**src/core/mfio_pkg.sv**
```systemverilog
// shared constants for the multi-function io port block
package mfio_pkg;
    localparam int B_W = 5;
    localparam int C_W = 3;
    localparam int D_W = 8;
    localparam int REG_W = 8;
    localparam int AXI_DW = 32;
    localparam int MIN_ADDR_W = 6;

    localparam logic [5:0] OFS_B_LATCH   = 6'h00;
    localparam logic [5:0] OFS_B_DIR     = 6'h04;
    localparam logic [5:0] OFS_C_LATCH   = 6'h08;
    localparam logic [5:0] OFS_C_PIN_RD  = 6'h0c;
    localparam logic [5:0] OFS_D_LATCH   = 6'h10;
    localparam logic [5:0] OFS_D_DIR     = 6'h14;
    localparam logic [5:0] OFS_D_IN_EN   = 6'h18;
    localparam logic [5:0] OFS_CTRL      = 6'h1c;
    localparam logic [5:0] OFS_STATUS    = 6'h20;

    localparam logic [B_W-1:0] RST_B_LATCH = 5'h00;
    localparam logic [B_W-1:0] RST_B_DIR   = 5'h00;
    localparam logic [C_W-1:0] RST_C_LATCH = 3'h7;
    localparam logic [D_W-1:0] RST_D_LATCH = 8'h00;
    localparam logic [D_W-1:0] RST_D_DIR   = 8'h00;
    localparam logic [D_W-1:0] RST_D_IN_EN = 8'hff;

    // control register fields
    localparam int CTRL_OUT_EN  = 0;
    localparam int CTRL_DUAL    = 1;
    localparam int CTRL_STOP    = 2;
    localparam logic [2:0] RST_CTRL = 3'h1;
    // status register field
    localparam int STAT_EXT_INT = 0;
    // port c bit roles
    localparam int C_STOP_BIT = 0;
    localparam int C_XIN_BIT  = 1;
    localparam int C_XOUT_BIT = 2;

    localparam logic [1:0] RESP_OKAY   = 2'h0;
    localparam logic [1:0] RESP_SLVERR = 2'h2;
endpackage : mfio_pkg

```
**src/core/mfio_ports.sv**
```systemverilog
// three multi-function io ports behind an axi4-lite register slave
//
// Implementation choices: the register offsets and the AXI4-Lite interface to the registers.
`timescale 1ns/100ps
// Operation
// - five-pin port, each pin's direction set by its own direction bit
// - reset clears five-pin direction bits to input and its latch to 0
// - direction 1 drives the latch onto the pin; 0 leaves an input
// - five-pin data read returns the latch for output-direction bits
// - upper three bits of five-pin data and direction reads are undefined
// - input-mode bits read the pin, so write-back may overwrite their latch
// - three-pin port; its latch bits all set to 1 on reset
// - dual-clock mode gives upper two three-pin pins to the crystal
// - falling edge on the lowest three-pin pin sets the interrupt latch
// - three-pin latch and pin levels read at separate addresses
// - upper five bits of three-pin reads are undefined
// - stop mode floats the stop-release pin, whatever the output enable
// - eight-pin port; reset: direction 0, input-enable 1, latch 0
// - eight-pin read: 0, pin level or latch by direction and input-enable
// - writes change pins in the write cycle; reads sample pins at read; the code reads synchronised pins, two clocks late
module mfio_ports
    import mfio_pkg::*;
#(
    parameter int ADDR_W = 6
) (
    input  wire logic              sys_clk,
    input  wire logic              sys_rst,
    // axi4-lite slave
    input  wire logic [ADDR_W-1:0] s_axi_awaddr,
    input  wire logic [2:0]        s_axi_awprot,
    input  wire logic              s_axi_awvalid,
    output logic                   s_axi_awready,
    input  wire logic [AXI_DW-1:0] s_axi_wdata,
    input  wire logic [3:0]        s_axi_wstrb,
    input  wire logic              s_axi_wvalid,
    output logic                   s_axi_wready,
    output logic [1:0]             s_axi_bresp,
    output logic                   s_axi_bvalid,
    input  wire logic              s_axi_bready,
    input  wire logic [ADDR_W-1:0] s_axi_araddr,
    input  wire logic [2:0]        s_axi_arprot,
    input  wire logic              s_axi_arvalid,
    output logic                   s_axi_arready,
    output logic [AXI_DW-1:0]      s_axi_rdata,
    output logic [1:0]             s_axi_rresp,
    output logic                   s_axi_rvalid,
    input  wire logic              s_axi_rready,
    // five-pin port
    input  wire logic [B_W-1:0]    port_b_pin_i,
    output logic      [B_W-1:0]    port_b_pin_o,
    output logic      [B_W-1:0]    port_b_pin_oe,
    // three-pin port, open-drain style drivers
    input  wire logic              stop_release_pin_i,
    output logic                   stop_release_pin_o,
    output logic                   stop_release_pin_oe,
    input  wire logic              crystal_in_pin_i,
    output logic                   crystal_in_pin_o,
    output logic                   crystal_in_pin_oe,
    input  wire logic              crystal_out_pin_i,
    output logic                   crystal_out_pin_o,
    output logic                   crystal_out_pin_oe,
    // eight-pin port
    input  wire logic [D_W-1:0]    port_d_pin_i,
    output logic      [D_W-1:0]    port_d_pin_o,
    output logic      [D_W-1:0]    port_d_pin_oe,
    output logic      [D_W-1:0]    port_d_input_enable,
    // system side
    output logic                   low_freq_osc_en,
    output logic                   ext_int_latch
);
    generate
        if (ADDR_W < MIN_ADDR_W)
        begin : g_bad_addr
            $error("mfio_ports: ADDR_W too small for the register map");
        end
        // every port must fit the one register byte that the bus carries
        if (REG_W < D_W || D_W < B_W || D_W < C_W || AXI_DW < REG_W)
        begin : g_bad_width
            $error("mfio_ports: port widths do not fit the register byte");
        end
    endgenerate

    typedef struct packed {
        logic              aw_held;
        logic [ADDR_W-1:0] aw_addr;
        logic              w_held;
        logic [REG_W-1:0]  w_data;
        logic              w_lane0;
        logic              bvalid;
        logic [1:0]        bresp;
        logic              rvalid;
        logic [AXI_DW-1:0] rdata;
        logic [1:0]        rresp;
        logic [B_W-1:0]    b_latch;
        logic [B_W-1:0]    b_dir;
        logic [C_W-1:0]    c_latch;
        logic [D_W-1:0]    d_latch;
        logic [D_W-1:0]    d_dir;
        logic [D_W-1:0]    d_in_en;
        logic              out_en;
        logic              dual_clk;
        logic              stop_mode;
        logic              stop_prev;
        logic              ext_int;
    } mfio_state_type;

    mfio_state_type s_r;
    mfio_state_type s_nxt;

    logic [B_W-1:0] b_pin_s;
    logic [C_W-1:0] c_pin_s;
    logic [D_W-1:0] d_pin_s;

    // pins sit outside the clock domain
    mfio_sync #(.W(B_W)) u_sync_b (
        .sys_clk (sys_clk),
        .sys_rst (sys_rst),
        .d       (port_b_pin_i),
        .q       (b_pin_s)
    );

    mfio_sync #(.W(C_W)) u_sync_c (
        .sys_clk (sys_clk),
        .sys_rst (sys_rst),
        .d       ({crystal_out_pin_i, crystal_in_pin_i, stop_release_pin_i}),
        .q       (c_pin_s)
    );

    mfio_sync #(.W(D_W)) u_sync_d (
        .sys_clk (sys_clk),
        .sys_rst (sys_rst),
        .d       (port_d_pin_i),
        .q       (d_pin_s)
    );

    // per-bit data read: latch when output, pin when input enabled, else 0
    function automatic logic [D_W-1:0] port_read(
        input logic [D_W-1:0] dir,
        input logic [D_W-1:0] in_en,
        input logic [D_W-1:0] latch,
        input logic [D_W-1:0] pin
    );
        port_read = (dir & latch) | (~dir & in_en & pin);
    endfunction : port_read

    // address decode shared by the read and write paths
    function automatic logic reg_hit(
        input logic [ADDR_W-1:0] addr,
        input logic [5:0]        ofs
    );
        reg_hit = (addr == ADDR_W'(ofs));
    endfunction : reg_hit

    function automatic logic reg_mapped(input logic [ADDR_W-1:0] addr);
        reg_mapped = reg_hit(addr, OFS_B_LATCH) | reg_hit(addr, OFS_B_DIR)
                   | reg_hit(addr, OFS_C_LATCH) | reg_hit(addr, OFS_C_PIN_RD)
                   | reg_hit(addr, OFS_D_LATCH) | reg_hit(addr, OFS_D_DIR)
                   | reg_hit(addr, OFS_D_IN_EN) | reg_hit(addr, OFS_CTRL)
                   | reg_hit(addr, OFS_STATUS);
    endfunction : reg_mapped

    logic [C_W-1:0] c_pin_view;
    logic           do_write;
    logic           do_read;
    logic           fall_evt;
    logic [REG_W-1:0] rd_byte;
    // five-pin read widened to the eight-bit read function; its input enable is always on
    logic [D_W-1:0]   b_rd_full;

    assign b_rd_full = port_read(D_W'(s_r.b_dir), {D_W{1'b1}}, D_W'(s_r.b_latch),
                                 D_W'(b_pin_s));

    always_comb
    begin
        // crystal pins read as 0 while the oscillator owns them
        c_pin_view = c_pin_s;
        if (s_r.dual_clk)
        begin
            c_pin_view[C_XIN_BIT]  = 1'b0;
            c_pin_view[C_XOUT_BIT] = 1'b0;
        end
    end

    assign s_axi_awready = !s_r.aw_held;
    assign s_axi_wready  = !s_r.w_held;
    assign s_axi_arready = !s_r.rvalid;
    assign do_write = s_r.aw_held && s_r.w_held && !s_r.bvalid;
    assign do_read  = s_axi_arvalid && !s_r.rvalid;
    // the latch catches the pin level, so it also sees edges caused by our own drive
    // limitation: a pin pulse shorter than one clock may slip past the synchroniser
    assign fall_evt = s_r.stop_prev && !c_pin_s[C_STOP_BIT];

    // read data is sampled from the synchronised pins at the read handshake
    always_comb
    begin
        rd_byte = '0;
        if (reg_hit(s_axi_araddr, OFS_B_LATCH))
            rd_byte[B_W-1:0] = b_rd_full[B_W-1:0];
        else if (reg_hit(s_axi_araddr, OFS_B_DIR))
            rd_byte[B_W-1:0] = s_r.b_dir;
        else if (reg_hit(s_axi_araddr, OFS_C_LATCH))
            rd_byte[C_W-1:0] = s_r.c_latch;
        else if (reg_hit(s_axi_araddr, OFS_C_PIN_RD))
            rd_byte[C_W-1:0] = c_pin_view;
        else if (reg_hit(s_axi_araddr, OFS_D_LATCH))
            rd_byte = port_read(s_r.d_dir, s_r.d_in_en, s_r.d_latch, d_pin_s);
        else if (reg_hit(s_axi_araddr, OFS_D_DIR))
            rd_byte = s_r.d_dir;
        else if (reg_hit(s_axi_araddr, OFS_D_IN_EN))
            rd_byte = s_r.d_in_en;
        else if (reg_hit(s_axi_araddr, OFS_CTRL))
        begin
            rd_byte[CTRL_OUT_EN] = s_r.out_en;
            rd_byte[CTRL_DUAL]   = s_r.dual_clk;
            rd_byte[CTRL_STOP]   = s_r.stop_mode;
        end
        else if (reg_hit(s_axi_araddr, OFS_STATUS))
            rd_byte[STAT_EXT_INT] = s_r.ext_int;
    end

    always_comb
    begin
        s_nxt = s_r;
        s_nxt.stop_prev = c_pin_s[C_STOP_BIT];

        // write address and data may arrive in either order
        if (s_axi_awvalid && !s_r.aw_held)
        begin
            s_nxt.aw_held = 1'b1;
            s_nxt.aw_addr = s_axi_awaddr;
        end
        if (s_axi_wvalid && !s_r.w_held)
        begin
            s_nxt.w_held  = 1'b1;
            s_nxt.w_data  = s_axi_wdata[REG_W-1:0];
            s_nxt.w_lane0 = s_axi_wstrb[0];
        end
        if (s_r.bvalid && s_axi_bready)
            s_nxt.bvalid = 1'b0;

        if (do_write)
        begin
            s_nxt.aw_held = 1'b0;
            s_nxt.w_held  = 1'b0;
            s_nxt.bvalid  = 1'b1;
            s_nxt.bresp   = reg_mapped(s_r.aw_addr) ? RESP_OKAY : RESP_SLVERR;
            // the pin-read register takes no write; a write there still answers okay
            // registers are one byte wide; only lane 0 carries them
            if (s_r.w_lane0)
            begin
                if (reg_hit(s_r.aw_addr, OFS_B_LATCH))
                    s_nxt.b_latch = s_r.w_data[B_W-1:0];
                if (reg_hit(s_r.aw_addr, OFS_B_DIR))
                    s_nxt.b_dir = s_r.w_data[B_W-1:0];
                if (reg_hit(s_r.aw_addr, OFS_C_LATCH))
                    s_nxt.c_latch = s_r.w_data[C_W-1:0];
                if (reg_hit(s_r.aw_addr, OFS_D_LATCH))
                    s_nxt.d_latch = s_r.w_data;
                if (reg_hit(s_r.aw_addr, OFS_D_DIR))
                    s_nxt.d_dir = s_r.w_data;
                if (reg_hit(s_r.aw_addr, OFS_D_IN_EN))
                    s_nxt.d_in_en = s_r.w_data;
                if (reg_hit(s_r.aw_addr, OFS_CTRL))
                begin
                    s_nxt.out_en    = s_r.w_data[CTRL_OUT_EN];
                    s_nxt.dual_clk  = s_r.w_data[CTRL_DUAL];
                    s_nxt.stop_mode = s_r.w_data[CTRL_STOP];
                end
                if (reg_hit(s_r.aw_addr, OFS_STATUS) && s_r.w_data[STAT_EXT_INT])
                    s_nxt.ext_int = 1'b0;
            end
        end
        // a new edge in the clearing cycle is kept
        if (fall_evt)
            s_nxt.ext_int = 1'b1;

        if (s_r.rvalid && s_axi_rready)
            s_nxt.rvalid = 1'b0;
        if (do_read)
        begin
            s_nxt.rvalid = 1'b1;
            s_nxt.rdata  = {{(AXI_DW-REG_W){1'b0}}, rd_byte};
            s_nxt.rresp  = reg_mapped(s_axi_araddr) ? RESP_OKAY : RESP_SLVERR;
        end
    end

    always_ff @(posedge sys_clk)
    begin
        if (sys_rst)
        begin
            s_r           <= '0;
            s_r.b_latch   <= RST_B_LATCH;
            s_r.b_dir     <= RST_B_DIR;
            s_r.c_latch   <= RST_C_LATCH;
            s_r.d_latch   <= RST_D_LATCH;
            s_r.d_dir     <= RST_D_DIR;
            s_r.d_in_en   <= RST_D_IN_EN;
            s_r.out_en    <= RST_CTRL[CTRL_OUT_EN];
            s_r.dual_clk  <= RST_CTRL[CTRL_DUAL];
            s_r.stop_mode <= RST_CTRL[CTRL_STOP];
        end
        else
        begin
            s_r <= s_nxt;
        end
    end

    assign s_axi_bvalid = s_r.bvalid;
    assign s_axi_bresp  = s_r.bresp;
    assign s_axi_rvalid = s_r.rvalid;
    assign s_axi_rdata  = s_r.rdata;
    assign s_axi_rresp  = s_r.rresp;

    // five-pin port: push-pull per direction bit
    assign port_b_pin_o  = s_r.b_latch;
    assign port_b_pin_oe = s_r.out_en ? s_r.b_dir : '0;

    // three-pin port pulls low only; a latch of 1 leaves the pin free
    assign stop_release_pin_o  = 1'b0;
    // stop mode releases this pin even while the global enable keeps the others
    assign stop_release_pin_oe = !s_r.stop_mode && s_r.out_en
                                 && !s_r.c_latch[C_STOP_BIT];
    assign crystal_in_pin_o    = 1'b0;
    assign crystal_in_pin_oe   = !s_r.dual_clk && s_r.out_en
                                 && !s_r.c_latch[C_XIN_BIT];
    assign crystal_out_pin_o   = 1'b0;
    assign crystal_out_pin_oe  = !s_r.dual_clk && s_r.out_en
                                 && !s_r.c_latch[C_XOUT_BIT];
    // the oscillator owns both crystal pins, hence their drivers are off above
    assign low_freq_osc_en     = s_r.dual_clk;

    // eight-pin port
    assign port_d_pin_o        = s_r.d_latch;
    assign port_d_pin_oe       = s_r.out_en ? s_r.d_dir : '0;
    assign port_d_input_enable = s_r.d_in_en & ~s_r.d_dir;

    assign ext_int_latch = s_r.ext_int;
endmodule : mfio_ports

```
**src/core/mfio_sync.sv**
```systemverilog
// two-flop synchroniser for pin inputs
`timescale 1ns/100ps
module mfio_sync #(
    parameter int W = 1
) (
    input  wire logic         sys_clk,
    input  wire logic         sys_rst,
    input  wire logic [W-1:0] d,
    output logic      [W-1:0] q
);
    typedef struct packed {
        logic [W-1:0] meta;
        logic [W-1:0] stable;
    } mfio_sync_type;

    mfio_sync_type s_r;
    mfio_sync_type s_nxt;

    always_comb
    begin
        s_nxt.meta   = d;
        s_nxt.stable = s_r.meta;
    end

    always_ff @(posedge sys_clk)
    begin
        if (sys_rst)
            s_r <= '0;
        else
            s_r <= s_nxt;
    end

    assign q = s_r.stable;
endmodule : mfio_sync
```
**config.mk**
```make
export PLATFORM = sky130hd
export DESIGN_NAME = mfio_ports
export DESIGN_NICKNAME = d
export VERILOG_FILES = /design/src/core/mfio_pkg.sv /design/src/core/mfio_ports.sv /design/src/core/mfio_sync.sv
export SDC_FILE = /design/constraint.sdc
export NUM_CORES = 1
export LEC_CHECK = 0
export ABC_AREA = 1
export BUFFER_PORTS_ARGS = -buffer_cell sky130_fd_sc_hd__clkbuf_2
export CAP_MARGIN = 20
export CORE_UTILIZATION = 50
export DETAILED_ROUTE_END_ITERATION = 10
export MAX_ROUTING_LAYER = met4
export PLACE_DENSITY = 0.8
export SLEW_MARGIN = 10
export SYNTH_ARGS = -nofsm -noshare
export SYNTH_HDL_FRONTEND = slang
export SYNTH_SLANG_ARGS = --single-unit
```
**constraint.sdc**
```tcl
create_clock -name sys_clk -period 1.8 [get_ports sys_clk]
set_input_delay 0.18 -clock sys_clk [delete_from_list [all_inputs] [get_ports sys_clk]]
set_output_delay 0.18 -clock sys_clk [all_outputs]
set_load 0.1 [all_outputs]
```
# Word-level counts from Yosys, hierarchy flattened
# Cells that the tools add are included.
# word_totals
register_bits,105
elab_cells,136
# classes
n_eq_ne,16
muxes,28
n_bitwise,25
reduce_logical,40
# op_table
op,n
$eq A6 B5 Y1 const B,8
$mux W35,1
$mux W5,6
$and A8 B8 Y8,3
$eq A6 B4 Y1 const B,4
$mux W8,3
$reduce_and A3 Y1,8
$mux W3,6
$or A1 B1 Y1,16
$logic_and A1 B1 Y1,14
$eq A6 B3 Y1 const B,2
$eq A6 B6 Y1 const B,2
$logic_not A6 Y1,2
$and A5 B5 Y5,2
$logic_not A1 Y1,10
$reduce_bool A2 Y1,5
$mux W1,8
$mux W2,4
$not A8 Y8,1
$or A8 B8 Y8,1
$not A5 Y5,1
$or A5 B5 Y5,1
$reduce_or A2 Y1,1

# Longest topological paths before layout
# depth
depth_word,11
depth_mapped,10
ltp_nobuf,10

# Modules after synthesis
# A second synthesis with hierarchy kept.
# unflattened
cells_unflattened,629
hier_area_um2,4729.5
# modules_own_cells
mod,n_inst,cells_per_inst,area_each_um2,seq_area_each_um2
mfio_ports,1,530,3803.6,1421.4
mfio_sync (u_sync_d),1,50,474.2,320.3
mfio_sync (u_sync_b),1,31,286.5,200.2
mfio_sync (u_sync_c),1,18,165.2,120.1

# Worst setup path before layout
# Ideal clock, no wire load.
# synth_timing
kind,register to output
start,register s_r (netlist bit low_freq_osc_en)
end,output port crystal_in_pin_oe
arrival_time_ns,2.890
path_slack_ns,-1.270
stages_incl_launch_ff,2
n_path_buf,0
cell_sequence,dfxtp_1 > nor3_1
# synth_via
elab_chain_cells,3
# synth_lines
item,line,text
from (decl),mfio_ports.sv:107,mfio_state_type s_r;
from (signal assigned),mfio_ports.sv:304,s_r <= s_nxt;
$logic_not A1 Y1,mfio_ports.sv:324,assign crystal_in_pin_oe = !s_r.dual_clk && s_r.out_en
$logic_and A1 B1 Y1,mfio_ports.sv:324,
$logic_and A1 B1 Y1,mfio_ports.sv:325,&& !s_r.c_latch[C_XIN_BIT];
to (decl),mfio_ports.sv:58,"output logic crystal_in_pin_oe,"
# No other way between the ends.

# Worst setup path after layout
# layout_timing
start,register s_r[4] (netlist bit)
end,output port port_d_pin_oe[2]
# layout_via
elab_chain_cells,1
# layout_lines
item,line,text
$mux W8,mfio_ports.sv:334,assign port_d_pin_oe = s_r.out_en ? s_r.d_dir : '0;
to (decl),mfio_ports.sv:65,"output logic [D_W-1:0] port_d_pin_oe,"
# No other way between the ends.

==> run_results.csv <==
group,metric,value,unit
sta,setup_viol,0,
min_path,holdCritStartpoint,"port_d_pin_i[1]",
setup_path,cp_top_family,"buffers and inverters",
finish,final_cell_count_no_fill,838,
sta,rsz0062_at_grt,"no",
clocking,clock_latency,370,ps
synth,seq_area_frac_synth,0.4388,
setup_path,end_kind,"output pin",
clocking,cts_resized,0,
sta,worstMarginPinSlew,562.7,ps
min_path,hold_depth,3,
setup_path,cpMaxStageDelayCell,"dfxtp_1",
synth,synth_cell_types,34,
synth,synth_most_common_cell,"dfxtp_1",
synth,synth_edf_count,0,
floorplanning,die_area,0.009791,mm^2
synth,yosys_warnings,0,
clocking,clock_sinks,103,
setup_path,start_kind,"flop",
finish,nets,799,
finish,antenna_cells_inserted,0,
synth,synth_top_area_frac,0.4388,
synth,synthCells,639,
clocking,clk_path_buf_depth,2,
synth,yosys-top-cells-area,"dfxtp_1, buf_4, inv_1",
sta,fin_hold_ws,0.3944,ps
synth,netlist_top_cells_count,"dfxtp_1, inv_1, nand2_1",
power_and_ir_drop,leakagePower,2.758,nW
run,drv_cap,0,
synth,synth_fa_ha_area_frac,0,
power_and_ir_drop,ir_drop,0.0005444,V
synth,synth-seq-cells,103,
setup_path,r2r_setup_slack,240,ps
setup_path,crit_type,"reg -> out",
routing,drt_iter0_markers,200,
sta,min_period,1656,ps
setup_path,timing.rr.end,"s_r[13]$_SDFFE_PP0P_",
routing,vias_per_cell,4.983,
synth,synth-simple-area-share,0.2151,
status,outcome,"complete, no violations",
setup_path,cp_num_buf_inv,3,
clocking,path_clk_slew,100,ps
synth,synth_compound_area_frac,0.1565,
finish,fin_util,0.5964,
place,dp_hpwl,8.403,mm
global_routing,grt.overflow.total,0,
setup_path,critPathMostFrequentCell,"buf_4",
setup_path,r2r-start,"s_r[89]$_SDFFE_PP0P_",
synth,avgSynthCellArea,7.354,um^2
place,place.gp.congestion,0.9512,
floorplanning,core,0.009153,mm^2
routing,drtAntennaViolNets,0,
routing,vias,4176,
floorplanning,die_x,98.95,um
synth,synth_ff_type,"dfxtp_1",
place,io_buffer_count,97,
sta,relSlewSlack,0.6264,
sta,finalClockSkew,8.876,ps
setup_path,worst-path-max-fanout,11,
setup_path,rr_worst_depth,7,
floorplanning,initial_utilization,0.5135,
place,placed_area,0.005130,mm^2
floorplanning,rows,35,
setup_path,crit_chain,"buf_4 > nand2_1 > inv_1 > buf_4",
global_routing,grt_pass1_vias,4008,
routing,first_pass_iters,5,
synth,synth_top_area_cell,"dfxtp_1",
global_routing,grtUsageTotal,0.2502,
synth,synth_area,0.004700,mm^2
global_routing,grt_antenna_before_repair,0,
sta,slew_viol_final,0,
setup_path,cp.arrival,1480,ps
floorplanning,die_y,98.95,um
sta,tns,0,ps
sta,period_share,0.9198,
routing,drt_wl_total,11.28,mm
synth,yosys.area_share.xor_xnor,0,
place,dp_cells,809,
finish,syn2layout_area_growth,16.16,%
min_path,whs_endpoint,"u_sync_d.s_nxt[1]$_SDFF_PP0_",
setup_path,worst_path_largest_cell_delay,440,ps
min_path,hold_class,"in -> reg",
routing,drt-wirelength-per-cell,13.46,um
power_and_ir_drop,powerDensity,848.6,mW/mm^2
clocking,cts_htree_levels,3,
sta,finalHoldViolCount,0,
clocking,cts_tree,"yes",
global_routing,grt_pass1_wl,18.47,mm
finish,drive_above_1_share,0.2256,
finish,final_area,0.005459,mm^2
global_routing,grt_max_degree,53,
setup_path,required,1620,ps
clocking,cts_root_buffer,"clkbuf_8",
clocking,post-cts-setup-buffers,0,
routing,drc,0,
clocking,cts_made_buffers,9,
floorplanning,io_pins,160,
synth,synth_top_family_by_area,"simple AND/OR/NAND/NOR gates",
synth,synth_async_sr_flop_share,0,
synth,synth_mux_area_frac,0.004792,
sta,max_freq,604.0,MHz
-- per-layer routing --
layer / global-route usage / vias up / share of wire
met4: 0.1160 / 0 / 0.032
met5: - / - / 0
met3: 0.03901 / 32 / 0.045
met1: 0.2816 / 1903 / 0.42
met2: 0.4352 / 150 / 0.50
li1: - / 2091 / -
-- worst register-to-register path, stage by stage, from the launching register on --
cell,delay (ps)
dfxtp_1,360
inv_2,70
nor2_4,110
nand2_4,80
nor2_8,140
nand2_1,330
o21ai_0,300
a21oi_1,60
-- registers in the layout, summed over array words and instances (netlist names), 3 cells and up --
signal / flops
port_b_pin_o: 5
port_d_pin_o: 8
s_axi_rdata: 8
s_r: 44
u_sync_b.q: 5
u_sync_b.s_nxt: 5
u_sync_c.q: 3
u_sync_c.s_nxt: 3
u_sync_d.q: 8
u_sync_d.s_nxt: 8
-- metrics by stage --
stage | setup WS (ps) | power, mW
2_1_floorplan | 3.255 | 3.110
3_3_place_gp | 307.5 | 3.173
3_5_place_dp | 271.5 | 3.188
4_1_cts | 148.3 | 4.653
5_1_grt | 81.71 | 4.799
6_report | 144.4 | 4.632
-- area by class of cell --
cell class | instances | area (um^2)
clock buffers | 11 | 141.4
multi-input cells | 391 | 1939
repair buffers | 114 | 723.2
fillers | 839 | 3694
inverters | 103 | 390.4
clock inverters | 5 | 57.56
flip-flops and latches | 103 | 2068
well taps | 111 | 138.9
-- power breakdown --
part           switching (mW)  total [mW]  leakage (nW)  internal, mW
sequential             0.0442        2.40         0.844          2.35
clock                   0.789        1.47         0.103         0.683
combinational           0.619       0.763          1.81         0.144
total                    1.45        4.63          2.76          3.18
-- kinds of logic after synthesis --
kind of cell | after synthesis
other | 1
muxes | 2
DFF | 103
AOI/OAI and AO/OA | 138
buffers and inverters | 173
and+or+nand+nor | 222
-- layout by cell type (no fill, tap or decap), drive strengths merged, types with 2 or more instances in the layout --
master	netlist	final
o21ai	63	63
nor3	6	6
inv	102	101
clkinv	1	5
conb	1	29
nand4	3	3
dfxtp	103	103
buf	56	20
nand2	96	96
clkbuf	14	92
a21oi	62	62
nand3	18	18
o211ai	8	8
nor2	97	97
dlygate4sd3	0	13
mux2	2	2
-- worst max path at each step --
stage                         startpoint                          end  slack [ps]  cells after the start
2_1_floorplan  s_axi_rvalid$_SDFFE_PP0P_  s_axi_rdata[4]$_SDFFE_PP0P_           3                      6
3_3_place_gp        s_r[89]$_SDFFE_PP0P_         s_r[13]$_SDFFE_PP0P_         310                      7
3_5_place_dp        s_r[89]$_SDFFE_PP0P_         s_r[13]$_SDFFE_PP0P_         270                      7
4_1_cts              s_r[4]$_SDFFE_PP1P_             port_d_pin_oe[2]         150                      4
5_1_grt              s_r[4]$_SDFFE_PP1P_             port_d_pin_oe[2]          80                      4
6_report             s_r[4]$_SDFFE_PP1P_             port_d_pin_oe[2]         140                      4
-- repair_timing --
action,4_1_cts,5_1_grt
endpoints found under the setup margin,0,0
hold buffers,13,0
hold endpoints to repair,13,0
Power figures use the tool's default switching activity.
